[config.mk]
export PLATFORM = sky130hd
export DESIGN_NAME = fsw_guard
export DESIGN_NICKNAME = d
export VERILOG_FILES = /design/src/hw/fsw_pkg.sv /design/src/hw/fsw_guard.sv
export SDC_FILE = /design/constraint.sdc
export NUM_CORES = 1
export LEC_CHECK = 0
export BUFFER_PORTS_ARGS = -buffer_cell sky130_fd_sc_hd__clkbuf_2
export CAP_MARGIN = 40
export CELL_PAD_IN_SITES_DETAIL_PLACEMENT = 1
export CELL_PAD_IN_SITES_GLOBAL_PLACEMENT = 2
export CORE_MARGIN = 3
export CORE_UTILIZATION = 27
export DETAILED_ROUTE_END_ITERATION = 10
export PLACE_DENSITY_LB_ADDON = 0.1
export SLEW_MARGIN = 20
export SYNTH_ARGS = -nofsm -noshare
export SYNTH_HDL_FRONTEND = slang
export SYNTH_SLANG_ARGS = --single-unit
[constraint.sdc]
create_clock -name i_core_clk -period 2.2 [get_ports i_core_clk]
set_input_delay 0.11 -clock i_core_clk [delete_from_list [all_inputs] [get_ports i_core_clk]]
set_output_delay 0.11 -clock i_core_clk [all_outputs]
set_load 0.01 [all_outputs]
[src/hw/fsw_pkg.sv]
// Purpose: constants for the flash shield window guard
// Assumes: blocks are 1 KB, so a 4 KB boot cluster spans four blocks
// Notes: register offsets are byte addresses on APB
//
// Summary of operation
// self-programming refuses erase outside window
// self-programming refuses write outside window
// external programming allows erase anywhere except boot cluster 0 once boot protection is set
// external programming allows write anywhere except boot cluster 0 once boot protection is set
// window held as start and end block
// window writable in either programming mode
// boot cluster 0 protection overrides window
// boot cluster is a 4 KB region
// boot protection, once set, never clears; the code clears it on i_rst
// inside means start <= block <= end
package fsw_pkg;
    localparam int unsigned BLK_W          = 8;
    localparam int unsigned CLUSTER_KB     = 4;
    localparam int unsigned BLOCK_KB       = 1;
    localparam logic [BLK_W-1:0] CLUSTER_BLKS = BLK_W'(CLUSTER_KB / BLOCK_KB);
    // register byte offsets
    localparam logic [7:0] OFF_CTRL    = 8'h00;
    localparam logic [7:0] OFF_WSTART  = 8'h04;
    localparam logic [7:0] OFF_WEND    = 8'h08;
    localparam logic [7:0] OFF_STATUS  = 8'h0C;
    // field positions
    localparam int unsigned CTRL_SELF_BIT = 0;
    localparam int unsigned CTRL_BOOT_BIT = 1;
    // reset values
    localparam logic [BLK_W-1:0] WSTART_RST = 8'h00;
    localparam logic [BLK_W-1:0] WEND_RST   = 8'hFF;
    // request kinds
    typedef enum logic [1:0] {
        FSW_CMD_NONE,
        FSW_CMD_ERASE,
        FSW_CMD_WRITE
    } fsw_cmd_t;
endpackage

[src/hw/fsw_guard.sv]
// Purpose: flash shield window guard with APB registers
// Assumes: one 10 MHz clock, synchronous active-high reset
// Notes: a request is judged one cycle after it is presented
//
// Register access over APB and the address map are this design's own decisions.
module fsw_guard (
    input  wire logic                        i_core_clk,   // core clock
    input  wire logic                        i_rst,        // sync reset
    input  wire logic                        psel,         // apb select
    input  wire logic                        penable,      // apb enable
    input  wire logic                        pwrite,       // apb direction
    input  wire logic [7:0]                  paddr,        // apb address
    input  wire logic [31:0]                 pwdata,       // apb write data
    output logic      [31:0]                 o_prdata,     // apb read data
    output logic                             o_pready,     // apb ready
    output logic                             o_pslverr,    // apb error
    input  wire logic                        i_req_valid,  // request strobe
    input  wire logic [1:0]                  i_req_cmd,    // request kind
    input  wire logic [fsw_pkg::BLK_W-1:0]   i_req_blk,    // target block
    output logic                             o_grant,      // request allowed pulse
    output logic                             o_deny,       // request refused pulse
    output logic                             o_self_mode,  // self-programming mode
    output logic                             o_boot_lock   // boot cluster 0 locked
);
    // ************************************************************
    // registers
    // ************************************************************
    logic [fsw_pkg::BLK_W-1:0] wstart_r;
    logic [fsw_pkg::BLK_W-1:0] wend_r;
    logic                      self_r;
    logic                      boot_r;
    logic [7:0]                deny_cnt_r;
    logic                      wr_acc;
    logic                      rd_acc;
    logic                      known;

    // address decoding used twice
    function automatic logic is_mapped(input logic [7:0] a);
        return (a == fsw_pkg::OFF_CTRL) || (a == fsw_pkg::OFF_WSTART) ||
               (a == fsw_pkg::OFF_WEND) || (a == fsw_pkg::OFF_STATUS);
    endfunction

    // window test, inclusive bounds
    function automatic logic in_window(input logic [fsw_pkg::BLK_W-1:0] b,
                                       input logic [fsw_pkg::BLK_W-1:0] s,
                                       input logic [fsw_pkg::BLK_W-1:0] e);
        return (b >= s) && (b <= e);
    endfunction

    assign known  = is_mapped(paddr);
    assign wr_acc = psel && penable && o_pready && pwrite && known;
    assign rd_acc = psel && !penable && !pwrite;

    // window bounds, writable in either mode
    always_ff @(posedge i_core_clk) begin
        if (i_rst) begin
            wstart_r <= fsw_pkg::WSTART_RST;
            wend_r   <= fsw_pkg::WEND_RST;
        end else if (wr_acc && paddr == fsw_pkg::OFF_WSTART) begin
            wstart_r <= pwdata[fsw_pkg::BLK_W-1:0];
        end else if (wr_acc && paddr == fsw_pkg::OFF_WEND) begin
            wend_r <= pwdata[fsw_pkg::BLK_W-1:0];
        end
    end

    // mode bit and sticky boot lock
    always_ff @(posedge i_core_clk) begin
        if (i_rst) begin
            self_r <= 1'b0;
            boot_r <= 1'b0;
        end else if (wr_acc && paddr == fsw_pkg::OFF_CTRL) begin
            self_r <= pwdata[fsw_pkg::CTRL_SELF_BIT];
            boot_r <= boot_r | pwdata[fsw_pkg::CTRL_BOOT_BIT];
        end
    end

    // apb answer: ready one cycle after setup, error on unmapped address
    always_ff @(posedge i_core_clk) begin
        if (i_rst) begin
            o_pready  <= 1'b0;
            o_pslverr <= 1'b0;
            o_prdata  <= 32'h0000_0000;
        end else begin
            o_pready  <= psel && !penable;
            o_pslverr <= psel && !penable && !known;
            if (rd_acc) begin
                case (paddr)
                    fsw_pkg::OFF_CTRL:   o_prdata <= {30'h0, boot_r, self_r};
                    fsw_pkg::OFF_WSTART: o_prdata <= {24'h0, wstart_r};
                    fsw_pkg::OFF_WEND:   o_prdata <= {24'h0, wend_r};
                    fsw_pkg::OFF_STATUS: o_prdata <= {24'h0, deny_cnt_r};
                    default:             o_prdata <= 32'h0000_0000;
                endcase
            end else begin
                o_prdata <= 32'h0000_0000;
            end
        end
    end

    // ************************************************************
    // request judge
    // ************************************************************
    logic is_op;
    logic in_boot;
    logic refuse;

    assign is_op   = (i_req_cmd == fsw_pkg::FSW_CMD_ERASE) || (i_req_cmd == fsw_pkg::FSW_CMD_WRITE);
    assign in_boot = i_req_blk < fsw_pkg::CLUSTER_BLKS;
    assign refuse  = (boot_r && in_boot) ||
                     (self_r && !in_window(i_req_blk, wstart_r, wend_r));

    // one-cycle verdict pulses
    always_ff @(posedge i_core_clk) begin
        if (i_rst) begin
            o_grant <= 1'b0;
            o_deny  <= 1'b0;
        end else begin
            o_grant <= i_req_valid && is_op && !refuse;
            o_deny  <= i_req_valid && is_op && refuse;
        end
    end

    // saturating refusal count, status view
    always_ff @(posedge i_core_clk) begin
        if (i_rst) begin
            deny_cnt_r <= 8'h00;
        end else if (o_deny && deny_cnt_r != 8'hFF) begin
            deny_cnt_r <= deny_cnt_r + 8'h01;
        end
    end

    // mirrored mode outputs
    always_ff @(posedge i_core_clk) begin
        if (i_rst) begin
            o_self_mode <= 1'b0;
            o_boot_lock <= 1'b0;
        end else begin
            o_self_mode <= self_r;
            o_boot_lock <= boot_r;
        end
    end

    // ************************************************************
    // checks
    // ************************************************************
    property p_self_out;
        @(posedge i_core_clk) disable iff (i_rst)
        (i_req_valid && is_op && self_r && (i_req_blk < wstart_r || i_req_blk > wend_r)) |=> o_deny && !o_grant;
    endproperty
    a_self_out: assert property (p_self_out) else $error("out-of-window request granted in self mode");

    property p_ext_any;
        @(posedge i_core_clk) disable iff (i_rst)
        (i_req_valid && is_op && !self_r && !boot_r) |=> o_grant;
    endproperty
    a_ext_any: assert property (p_ext_any) else $error("external request refused");

    property p_boot_prio;
        @(posedge i_core_clk) disable iff (i_rst)
        (i_req_valid && is_op && boot_r && i_req_blk < fsw_pkg::CLUSTER_BLKS) |=> o_deny;
    endproperty
    a_boot_prio: assert property (p_boot_prio) else $error("boot cluster 0 rewrite allowed");

    property p_boot_sticky;
        @(posedge i_core_clk) disable iff (i_rst)
        boot_r |=> boot_r;
    endproperty
    a_boot_sticky: assert property (p_boot_sticky) else $error("boot lock cleared");

    property p_in_window;
        @(posedge i_core_clk) disable iff (i_rst)
        (i_req_valid && is_op && self_r && !boot_r && i_req_blk >= wstart_r && i_req_blk <= wend_r) |=> o_grant;
    endproperty
    a_in_window: assert property (p_in_window) else $error("in-window request refused");

    property p_wstart_load;
        @(posedge i_core_clk) disable iff (i_rst)
        (wr_acc && paddr == fsw_pkg::OFF_WSTART) |=> wstart_r == $past(pwdata[7:0]);
    endproperty
    a_wstart_load: assert property (p_wstart_load) else $error("window start not loaded");

    property p_wend_load;
        @(posedge i_core_clk) disable iff (i_rst)
        (wr_acc && paddr == fsw_pkg::OFF_WEND) |=> wend_r == $past(pwdata[7:0]);
    endproperty
    a_wend_load: assert property (p_wend_load) else $error("window end not loaded");

    property p_exclusive;
        @(posedge i_core_clk) disable iff (i_rst)
        !(o_grant && o_deny);
    endproperty
    a_exclusive: assert property (p_exclusive) else $error("grant and refusal together");

    property p_no_idle_verdict;
        @(posedge i_core_clk) disable iff (i_rst)
        (o_grant || o_deny) |-> $past(i_req_valid && is_op);
    endproperty
    a_no_idle_verdict: assert property (p_no_idle_verdict) else $error("verdict without request");

    property p_ext_boot;
        @(posedge i_core_clk) disable iff (i_rst)
        (i_req_valid && is_op && !self_r && boot_r && i_req_blk >= fsw_pkg::CLUSTER_BLKS) |=> o_grant;
    endproperty
    a_ext_boot: assert property (p_ext_boot) else $error("external request outside boot area refused");

    property p_cnt_step;
        @(posedge i_core_clk) disable iff (i_rst)
        (o_deny && deny_cnt_r != 8'hFF) |=> deny_cnt_r == $past(deny_cnt_r) + 8'h01;
    endproperty
    a_cnt_step: assert property (p_cnt_step) else $error("refusal not counted");

    property p_cnt_hold;
        @(posedge i_core_clk) disable iff (i_rst)
        !o_deny |=> $stable(deny_cnt_r);
    endproperty
    a_cnt_hold: assert property (p_cnt_hold) else $error("refusal count moved without refusal");

    // ************************************************************
    // register and bus checks
    // ************************************************************
    property p_pready_setup;
        @(posedge i_core_clk) disable iff (i_rst)
        (psel && !penable) |=> o_pready;
    endproperty
    a_pready_setup: assert property (p_pready_setup) else $error("no ready after setup");

    property p_pready_pulse;
        @(posedge i_core_clk) disable iff (i_rst)
        o_pready |=> !o_pready;
    endproperty
    a_pready_pulse: assert property (p_pready_pulse) else $error("ready stood two cycles");

    property p_pslverr_unmapped;
        @(posedge i_core_clk) disable iff (i_rst)
        (psel && !penable && !known) |=> o_pslverr && o_pready;
    endproperty
    a_pslverr_unmapped: assert property (p_pslverr_unmapped) else $error("unmapped access not flagged");

    property p_pslverr_mapped;
        @(posedge i_core_clk) disable iff (i_rst)
        (psel && !penable && known) |=> !o_pslverr;
    endproperty
    a_pslverr_mapped: assert property (p_pslverr_mapped) else $error("mapped access flagged");

    property p_unmapped_ignored;
        @(posedge i_core_clk) disable iff (i_rst)
        (psel && penable && pwrite && !known) |=> $stable(wstart_r) && $stable(wend_r) && $stable(self_r);
    endproperty
    a_unmapped_ignored: assert property (p_unmapped_ignored) else $error("unmapped write landed");

    property p_rd_wstart;
        @(posedge i_core_clk) disable iff (i_rst)
        (psel && !penable && !pwrite && paddr == fsw_pkg::OFF_WSTART) |=> o_prdata == {24'h00_0000, wstart_r};
    endproperty
    a_rd_wstart: assert property (p_rd_wstart) else $error("window start read wrong");

    property p_rd_wend;
        @(posedge i_core_clk) disable iff (i_rst)
        (psel && !penable && !pwrite && paddr == fsw_pkg::OFF_WEND) |=> o_prdata == {24'h00_0000, wend_r};
    endproperty
    a_rd_wend: assert property (p_rd_wend) else $error("window end read wrong");

    property p_rd_ctrl;
        @(posedge i_core_clk) disable iff (i_rst)
        (psel && !penable && !pwrite && paddr == fsw_pkg::OFF_CTRL) |=> o_prdata == {30'h0000_0000, boot_r, self_r};
    endproperty
    a_rd_ctrl: assert property (p_rd_ctrl) else $error("control read wrong");

    property p_rd_status;
        @(posedge i_core_clk) disable iff (i_rst)
        (psel && !penable && !pwrite && paddr == fsw_pkg::OFF_STATUS) |=> o_prdata == {24'h00_0000, $past(deny_cnt_r)};
    endproperty
    a_rd_status: assert property (p_rd_status) else $error("status read wrong");

    property p_wstart_hold;
        @(posedge i_core_clk) disable iff (i_rst)
        !(wr_acc && paddr == fsw_pkg::OFF_WSTART) |=> $stable(wstart_r);
    endproperty
    a_wstart_hold: assert property (p_wstart_hold) else $error("window start moved without write");

    property p_wend_hold;
        @(posedge i_core_clk) disable iff (i_rst)
        !(wr_acc && paddr == fsw_pkg::OFF_WEND) |=> $stable(wend_r);
    endproperty
    a_wend_hold: assert property (p_wend_hold) else $error("window end moved without write");

    property p_self_load;
        @(posedge i_core_clk) disable iff (i_rst)
        (wr_acc && paddr == fsw_pkg::OFF_CTRL) |=> self_r == $past(pwdata[fsw_pkg::CTRL_SELF_BIT]);
    endproperty
    a_self_load: assert property (p_self_load) else $error("mode bit not loaded");

    property p_boot_set;
        @(posedge i_core_clk) disable iff (i_rst)
        (wr_acc && paddr == fsw_pkg::OFF_CTRL && pwdata[fsw_pkg::CTRL_BOOT_BIT]) |=> boot_r;
    endproperty
    a_boot_set: assert property (p_boot_set) else $error("boot lock not set");

    property p_self_mirror;
        @(posedge i_core_clk) disable iff (i_rst)
        o_self_mode == $past(self_r);
    endproperty
    a_self_mirror: assert property (p_self_mirror) else $error("mode output does not follow mode bit");

    property p_boot_mirror;
        @(posedge i_core_clk) disable iff (i_rst)
        o_boot_lock == $past(boot_r);
    endproperty
    a_boot_mirror: assert property (p_boot_mirror) else $error("lock output does not follow lock bit");
endmodule

==> results of run 1 <==
[sequential cells by signal, indices dropped and copies added, names as in the netlist]
| signal | cells |
|---|---|
| o_grant | 1 |
| deny_cnt_r | 8 |
| self_r | 1 |
| o_pslverr | 1 |
| o_prdata | 8 |
| o_deny | 1 |
| wstart_r | 8 |
| o_pready | 1 |
| o_boot_lock | 1 |
| boot_r | 1 |
| wend_r | 8 |
| o_self_mode | 1 |
[cells by family after synthesis]
kind of cell,synth area share
and+or+nand+nor,0.203
other,0.00167
muxes,0.0646
xor gates and xnor gates,0.0156
AOI/OAI and AO/OA,0.129
buffers and inverters,0.135
adders and majority gates,0.0947
DFF,0.357
[through the flow]
| step | cell area, um^2 | instances | hold WS, ns | power (mW) |
|---|---|---|---|---|
| finish | 2560 | 401 | 0.0412 | 1.33 |
| global route | 2560 | 401 | 0.0478 | 1.40 |
| CTS | 2560 | 401 | 0.0324 | 1.36 |
| detailed placement | 2480 | 394 | 0.341 | 0.879 |
| global placement | 2480 | 394 | 0.340 | 0.878 |
| floorplan | 2330 | 275 | 0.228 | 0.853 |
[power groups by stage]
stage | clock, mW | sequential [mW] | combinational (mW)
2_1_floorplan | 0 | 0.745 | 0.108
3_3_place_gp | 0 | 0.744 | 0.134
3_5_place_dp | 0 | 0.744 | 0.135
4_1_cts | 0.499 | 0.727 | 0.136
5_1_grt | 0.519 | 0.727 | 0.152
6_report | 0.472 | 0.727 | 0.135
[layer usage]
metal	wire length, um	GRT usage	part of all wire	vias up
met1	2850	0.173	0.48	826
met3	317	0.0258	0.053	5
met2	2720	0.210	0.46	58
met5	0	0	0	-
met4	68	0.0389	0.011	0
li1	-	-	-	919
[cells in the mapped netlist (3+ instances only)]
library cell	instances	area [um^2]
ha_1	17	213
nand2_1	14	52.6
nand4_1	4	25.0
nor2b_1	9	56.3
a21oi_1	7	35.0
o21ai_0	12	60.1
buf_2	3	15.0
mux2i_1	10	100
a22oi_1	6	45.0
inv_1	18	67.6
nor2_4	3	33.8
dfxtp_1	40	801
nand3_1	8	40.0
nor2_1	34	128
a211o_1	6	52.6
buf_6	3	33.8
buf_4	24	180
[worst max-delay path by stage]
stage	startpoint	end	slack, ns	cells past startpoint
3_3_place_gp	wend_r[7]	o_deny	0.40	7
2_1_floorplan	o_pready	wend_r[5]	0.61	6
4_1_cts	wend_r[7]	o_deny	0.38	7
6_report	o_pready	wstart_r[4]	0.43	5
5_1_grt	wend_r[7]	o_deny	0.15	7
3_5_place_dp	wend_r[7]	o_deny	0.39	7
[area by class of cell]
type                            count  area [um^2]
Sequential cell                    40          801
Tap cell                          102          128
Inverter                           18         67.6
Clock buffer                        5         68.8
Timing Repair Buffer               49          255
Clock inverter                      2         12.5
Fill cell                         957         5330
Multi-Input combinational cell    185         1230
[worst max-delay path, delay by kind of cell (launching register included)]
| family | cells | cell delay (ns) |
|---|---|---|
| DFF | 1 | 0.33 |
| muxes | 1 | 0.24 |
| and+or+nand+nor | 4 | 1.07 |
==> impl_metrics.toml, run 1 <==
[clocking]
clock_latency_ns = 0.29
clockRootBuffer = "clkbuf_8"
cts_tree = "yes"
post-cts-setup-buffer-count = 0
path_clk_slew_ns = 0.08
clock-sinks = 40
cts_resized = 0
clockBufferDepth = 2
cts_buffers = 5
cts_max_level = 2
cts_hold_buf = 0

[power_and_ir_drop]
p_switching_uw = 343
seq_power_share = 0.545
internal_power_uw = 990
p_leak_nw = 1.18
p_clk_frac = 0.354
swShare = 0.258
irDropWorstVdd_mv = 0.204
combPwrFrac = 0.101
powerDensity_mw_per_mm2 = 521

[layout]
mostFrequentLayoutCells = "45 x clkbuf_2, 40 x dfxtp_1, 34 x nor2_1, 24 x conb_1, 18 x inv_1"
drive_gt1_frac = 0.221
final_util = 0.325
syn2layout_area_growth_pct = 14.0
final_common_cell = "clkbuf_2"
num_antenna_cells = 0
nets = 372

[global_route]
antenna_found_initial = 0
grt_first_pass_wirelength_um = 9680
grt_overflow_total = 0
grt_util_all_layers = 0.130
grt_max_degree = 30
grt_pass1_vias = 1774

[hold_path]
worstHoldPathType = "input pin to register"
hold_end = "wend_r[3]"
hp-start = "pwdata[3]"
hold_depth = 2

[route]
drt_first_pass_iters = 4
drc = 0
routedWlPerCell_um = 14.8
num_vias = 1808
drt_wl_total_um = 5950
via_per_inst = 4.51
drt_iter0_markers = 52
ant_nets = 0

[place]
place_hpwl_um = 4820
gp_congestion = 0.723
detailedPlace.worstSlack_ns = 0.387
portBuffers = 45

[critical_path]
cp_slowest_cell = "or3b_1"
slowest_delay_ns = 0.64
critPathArrivalTime_ns = 1.94
critical_path_class = "register to register"
critPathRequiredTime_ns = 2.37
cp-end-kind = "register"
r2r_setup_slack_ns = 0.43
worst_r2r_path_depth = 5
crit_chain = "and4_4 -> nand4_4 -> or3b_1 -> mux2i_1 -> nor2_1"
r2r-end = "wstart_r[4]"
critPathLaunchType = "register"
timing.critical_path.fanout_max = 8
regToRegStartpoint = "o_pready"

[logic_synthesis]
synth.distinct_cells = 40
synthArstFlopShare = 0
synth_edf_count = 0
synth.yosys.seq_area_share = 0.357
postSynthCellCount = 252
synth_warnings = 0
avgSynthCellArea_um2 = 8.91
ys_ff_latch = 40
syn-cell-area_mm2 = 0.00225
ys.flop_type = "dfxtp_1"

[floorplan]
die_x_um = 97.2
core_area_mm2 = 0.00789
initial_core_util = 0.285
rows = 32
die-area_mm2 = 0.00945
die_h_um = 97.2
ios = 94

[timing]
hold_viol = 0
finalWorstSetupSlack_ns = 0.434
fin_crit_ns = 1.77
fin_crit_sh = 0.803
max_freq_mhz = 566
slew_violations = 0
worst_pin_slew_ns = 0.559
setup-violations-final = 0
fin_skew_ns = 0.00573
fin_tns_setup_ns = 0
slew_headroom = 0.627
rsz0062_at_grt = "false"

[status]
status = "complete, no violations"

[run]
cap_viol_max_count = 0
Note: power is estimated with default switching activity, not from simulation.
==> run 2: changes to the inputs <==
==> constraint.sdc (replaced) <==
create_clock -name i_core_clk -period 1.8 [get_ports i_core_clk]
set_input_delay 0.09 -clock i_core_clk [delete_from_list [all_inputs] [get_ports i_core_clk]]
set_output_delay 0.09 -clock i_core_clk [all_outputs]
set_load 0.01 [all_outputs]
==> run 2 against run 1 <==
Power grew 26%. Setup slack lost 0.31 ns. Cell count grew 2.7%. Maximum frequency grew 5.4%. Register-to-register slack lost 0.31 ns. Critical path depth grew 3. Cell area grew 3.7%. Via count grew 0.61%. Sequential cell count is the same. Largest power group unchanged.
==> impl_metrics.toml, run 2 (same netlist as run 1, synthesis figures left out) <==
[status]
status = "complete, no violations"

[power_and_ir_drop]
p_leak_nw = 1.23
irDropWorstVdd_mv = 0.270
p_total_mw = 1.69
powerDensity_mw_per_mm2 = 635

[timing]
fin_skew_ns = 0.00506
fin_crit_sh = 0.931
setup-violations-final = 0
hold_viol = 0
slew_violations = 0
max_freq_mhz = 597
fin_tns_setup_ns = 0
fin_crit_ns = 1.68
rsz0062_at_grt = "false"

[layout]
num_antenna_cells = 0
mostFrequentLayoutCells = "45 x clkbuf_2, 40 x dfxtp_1, 34 x nor2_1, 24 x conb_1, 18 x inv_1"
syn2layout_area_growth_pct = 18.2
drive_gt1_frac = 0.248
final_common_cell = "clkbuf_2"
final.fill_count = 963
nets = 382

[clocking]
clockRootBuffer = "clkbuf_8"
clockBufferDepth = 2
cts_tree = "yes"
cts_resized = 0
path_clk_slew_ns = 0.08
cts_buffers = 5
clock_latency_ns = 0.30
cts_hold_buf = 0
clock-sinks = 40
cts_max_level = 2
post-cts-setup-buffer-count = 0

[floorplan]
ios = 94
core_area_mm2 = 0.00789
die-area_mm2 = 0.00945
rows = 32
die_h_um = 97.2
die_x_um = 97.2
initial_core_util = 0.285

[place]
place_hpwl_um = 4930
portBuffers = 45
gp_congestion = 0.740

[critical_path]
timing.critical_path.fanout_max = 3
crit_family = "compound AO/OA/AOI/OAI gates"
critical_path_class = "register to register"
critPathArrivalTime_ns = 1.91
cp-end-kind = "register"
critPathBufInv = 3
r2r_setup_slack_ns = 0.12
worst_r2r_path_depth = 8
crit_chain = "inv_1 -> ha_1 -> buf_4 -> nand4_1 -> o21a_1 -> a311oi_2 -> buf_4 -> nor2b_1"
critPathRequiredTime_ns = 2.04
slowest_delay_ns = 0.33
regToRegStartpoint = "wend_r[7]"
crit_top_cell = "buf_4"
critPathLaunchType = "register"
cp_slowest_cell = "dfxtp_1"
r2r-end = "o_grant"

[route]
drt_iter0_markers = 33
ant_nets = 0
via_per_inst = 4.42
routedWlPerCell_um = 14.5
drc = 0
drt_wl_total_um = 5970
drt_first_pass_iters = 4
num_vias = 1819

[run]
cap_viol_max_count = 0

[global_route]
grt_util_all_layers = 0.128
grt_max_degree = 30
grt_overflow_total = 0
grt_pass1_vias = 1817
grt_first_pass_wirelength_um = 9500
antenna_found_initial = 0

[hold_path]
worstHoldPathType = "input pin to register"
hp-start = "pwdata[2]"
hold_depth = 2
hold_end = "wend_r[2]"
run 2: per-stage QoR:
step                       util  cell area, um^2  hold slack (ns)  setup WS, ns  std cells
after floorplan               -             2330            0.208         0.210        275
after global placement    0.324             2550            0.321        0.0102        404
after detailed placement  0.324             2550            0.324        0.0552        404
after CTS                 0.336             2650          0.00947        0.0391        412
after global routing      0.336             2650           0.0275     0.0000751        412
final                     0.336             2650           0.0144         0.124        412
run 2: power breakdown:
| group | switching (mW) | total [mW] | leakage [nW] | internal (mW) |
|---|---|---|---|---|
| combinational | 0.105 | 0.167 | 0.862 | 0.0622 |
| sequential | 0.00102 | 0.888 | 0.323 | 0.887 |
| clock | 0.319 | 0.630 | 0.0445 | 0.312 |
run 2: routing by layer:
metal  vias to the layer above  track usage  part of all wire
met5                         -            0                 0
met4                         0       0.0486             0.011
met3                         6       0.0251             0.060
met2                        59        0.208              0.45
met1                       819        0.168              0.48
li1                        935            -                 -
run 2: worst max path at each step:
stage              start   endpoint  slack [ns]  cells after the start
2_1_floorplan   o_pready  wend_r[5]        0.21                      6
3_3_place_gp   wend_r[1]    o_grant        0.01                      8
3_5_place_dp   wend_r[1]    o_grant        0.06                      8
4_1_cts        wend_r[1]    o_grant        0.04                      8
5_1_grt        wend_r[1]    o_grant     0.00008                      8
6_report       wend_r[7]    o_grant        0.12                      8
run 2: area by class of cell:
cell class / count / area, um^2 / area share
clock buffers: 7 / 86.3 / 0.0325
flip-flops and latches: 40 / 801 / 0.302
repair buffers: 59 / 330 / 0.124
clock inverters: 1 / 7.51 / 0.00283
inverters: 18 / 67.6 / 0.0255
multi-input cells: 185 / 1230 / 0.465
well taps: 102 / 128 / 0.0481
==> run 3: changes to the inputs <==
--- a/config.mk
+++ b/config.mk
@@ -12,6 +12,7 @@
 export CORE_MARGIN = 3
 export CORE_UTILIZATION = 27
 export DETAILED_ROUTE_END_ITERATION = 10
+export GPL_TIMING_DRIVEN = 0
 export PLACE_DENSITY_LB_ADDON = 0.1
 export SLEW_MARGIN = 20
 export SYNTH_ARGS = -nofsm -noshare
==> run 3 against run 2 <==
Cell count grew 4.6%. Setup slack gained 0.011 ns. Largest power group unchanged. Maximum frequency grew 0.67%. Sequential cell count is the same. Non-clock buffer count grew 19. First-iteration DRC count grew 52%. Hold slack gained 0.0041 ns. Global-route usage grew 0.72 points. Clock skew grew 0.0012 ns. Wire length grew 4.3%. Sequential share of layout area shrank 2.1 points. Register-to-register slack is essentially flat.
==> impl_metrics.toml, run 3 (same netlist as run 1, synthesis figures left out) <==
[route]
num_vias = 1936
drc = 0
via_per_inst = 4.49
drt_iter0_markers = 50
drt_wl_total_um = 6230
routedWlPerCell_um = 14.4
ant_nets = 0
drt_first_pass_iters = 4

[place]
portBuffers = 44
place_hpwl_um = 5140
gp_congestion = 0.753

[power_and_ir_drop]
p_total_mw = 1.88
irDropWorstVdd_mv = 0.235
p_leak_nw = 1.35
powerDensity_mw_per_mm2 = 660

[timing]
rsz0062_at_grt = "false"
worst_pin_slew_ns = 0.526
slew_headroom = 0.649
slew_violations = 0
fin_skew_ns = 0.00629
max_freq_mhz = 601
hold_viol = 0
fin_crit_sh = 0.925
fin_crit_ns = 1.67
setup-violations-final = 0

[floorplan]
core_area_mm2 = 0.00789
die_h_um = 97.2
die-area_mm2 = 0.00945
ios = 94
initial_core_util = 0.285
rows = 32
die_x_um = 97.2

[critical_path]
cp_slowest_cell = "or3b_1"
crit_family = "simple AND/OR/NAND/NOR gates"
slowest_delay_ns = 0.36
critPathBufInv = 1
critical_path_class = "register to register"
critPathRequiredTime_ns = 1.97
crit_chain = "and4_4 -> nand4_4 -> or3b_1 -> buf_2 -> mux2i_1 -> nor2_1"
cp-end-kind = "register"
timing.critical_path.fanout_max = 8
critPathArrivalTime_ns = 1.83
critPathLaunchType = "register"

[clocking]
clockRootBuffer = "clkbuf_8"
clock-sinks = 40
clockBufferDepth = 2
path_clk_slew_ns = 0.08
cts_tree = "yes"
cts_hold_buf = 0
clock_latency_ns = 0.29
cts_max_level = 2
cts_buffers = 5

[layout]
syn2layout_area_growth_pct = 27.1
mostFrequentLayoutCells = "44 x clkbuf_2, 40 x dfxtp_1, 33 x nor2_1, 26 x buf_4, 24 x conb_1"
final_util = 0.362
nets = 401
final_common_cell = "clkbuf_2"
num_antenna_cells = 0
drive_gt1_frac = 0.301
final.fill_count = 963

[global_route]
grt_first_pass_wirelength_um = 10300
grt_max_degree = 14
grt_pass1_vias = 2008
antenna_found_initial = 0
grt_overflow_total = 0
grt_util_all_layers = 0.135

[status]
status = "complete, no violations"

[run]
cap_viol_max_count = 0

[hold_path]
worstHoldPathType = "input pin to register"
==> run 3: cell types whose count changed in the layout (fill, tap and decap cells not counted), sizes merged <==
cell and change:
bufinv +1, buf +18, clkinvlp -1, clkinv +1
==> run 3: area by class of cell <==
| type | instances | area, um^2 | area share |
|---|---|---|---|
| multi-input cells | 185 | 1260 | 0.443 |
| flip-flops and latches | 40 | 801 | 0.281 |
| plain buffers | 32 | 236 | 0.0829 |
| repair buffers | 46 | 235 | 0.0824 |
| well taps | 102 | 128 | 0.0447 |
| clock buffers | 6 | 82.6 | 0.0289 |
| inverters | 18 | 67.6 | 0.0237 |
| clock inverters | 2 | 38.8 | 0.0136 |
==> run 3: power breakdown <==
group	internal [mW]	switching, mW
sequential	0.887	0.000905
combinational	0.0981	0.115
clock	0.454	0.329
==> run 3: worst paths after layout <==
kind	startpoint	cells past startpoint	slack, ns	endpoint
hold / removal	pwdata[3]	2	0.02	wend_r[3]
setup reg to reg	o_pready	6	0.13	wstart_r[4]
setup / recovery	o_pready	6	0.13	wstart_r[4]
hold reg to reg	wstart_r[2]	2	0.51	wstart_r[2]
==> run 3: per-layer routing <==
layer	global-route usage	wire length, um	up-vias
met4	0.0324	63	0
met3	0.0309	311	4
met2	0.220	2870	63
met1	0.182	2980	889
li1	-	-	980
met5	0	0	-
==> run 3: stage by stage <==
stage / hold slack (ns) / TNS [ns] / setup slack, ns / instances / instance area [um^2]
after floorplan: 0.208 / 0 / 0.210 / 275 / 2330
after detailed placement: 0.326 / -0.00486 / -0.00486 / 421 / 2680
final: 0.0186 / 0 / 0.135 / 431 / 2850
after CTS: 0.0103 / 0 / 0.0316 / 429 / 2810
after global placement: 0.320 / 0 / 0.00429 / 421 / 2680
after global routing: 0.0180 / 0 / 0.00306 / 431 / 2850
==> run 3: repair_timing <==
action,CTS,global route
cloned,0,0
setup endpoints to repair,1,7
gates resized for setup,1,7
setup buffers,0,2
pin swaps,0,2
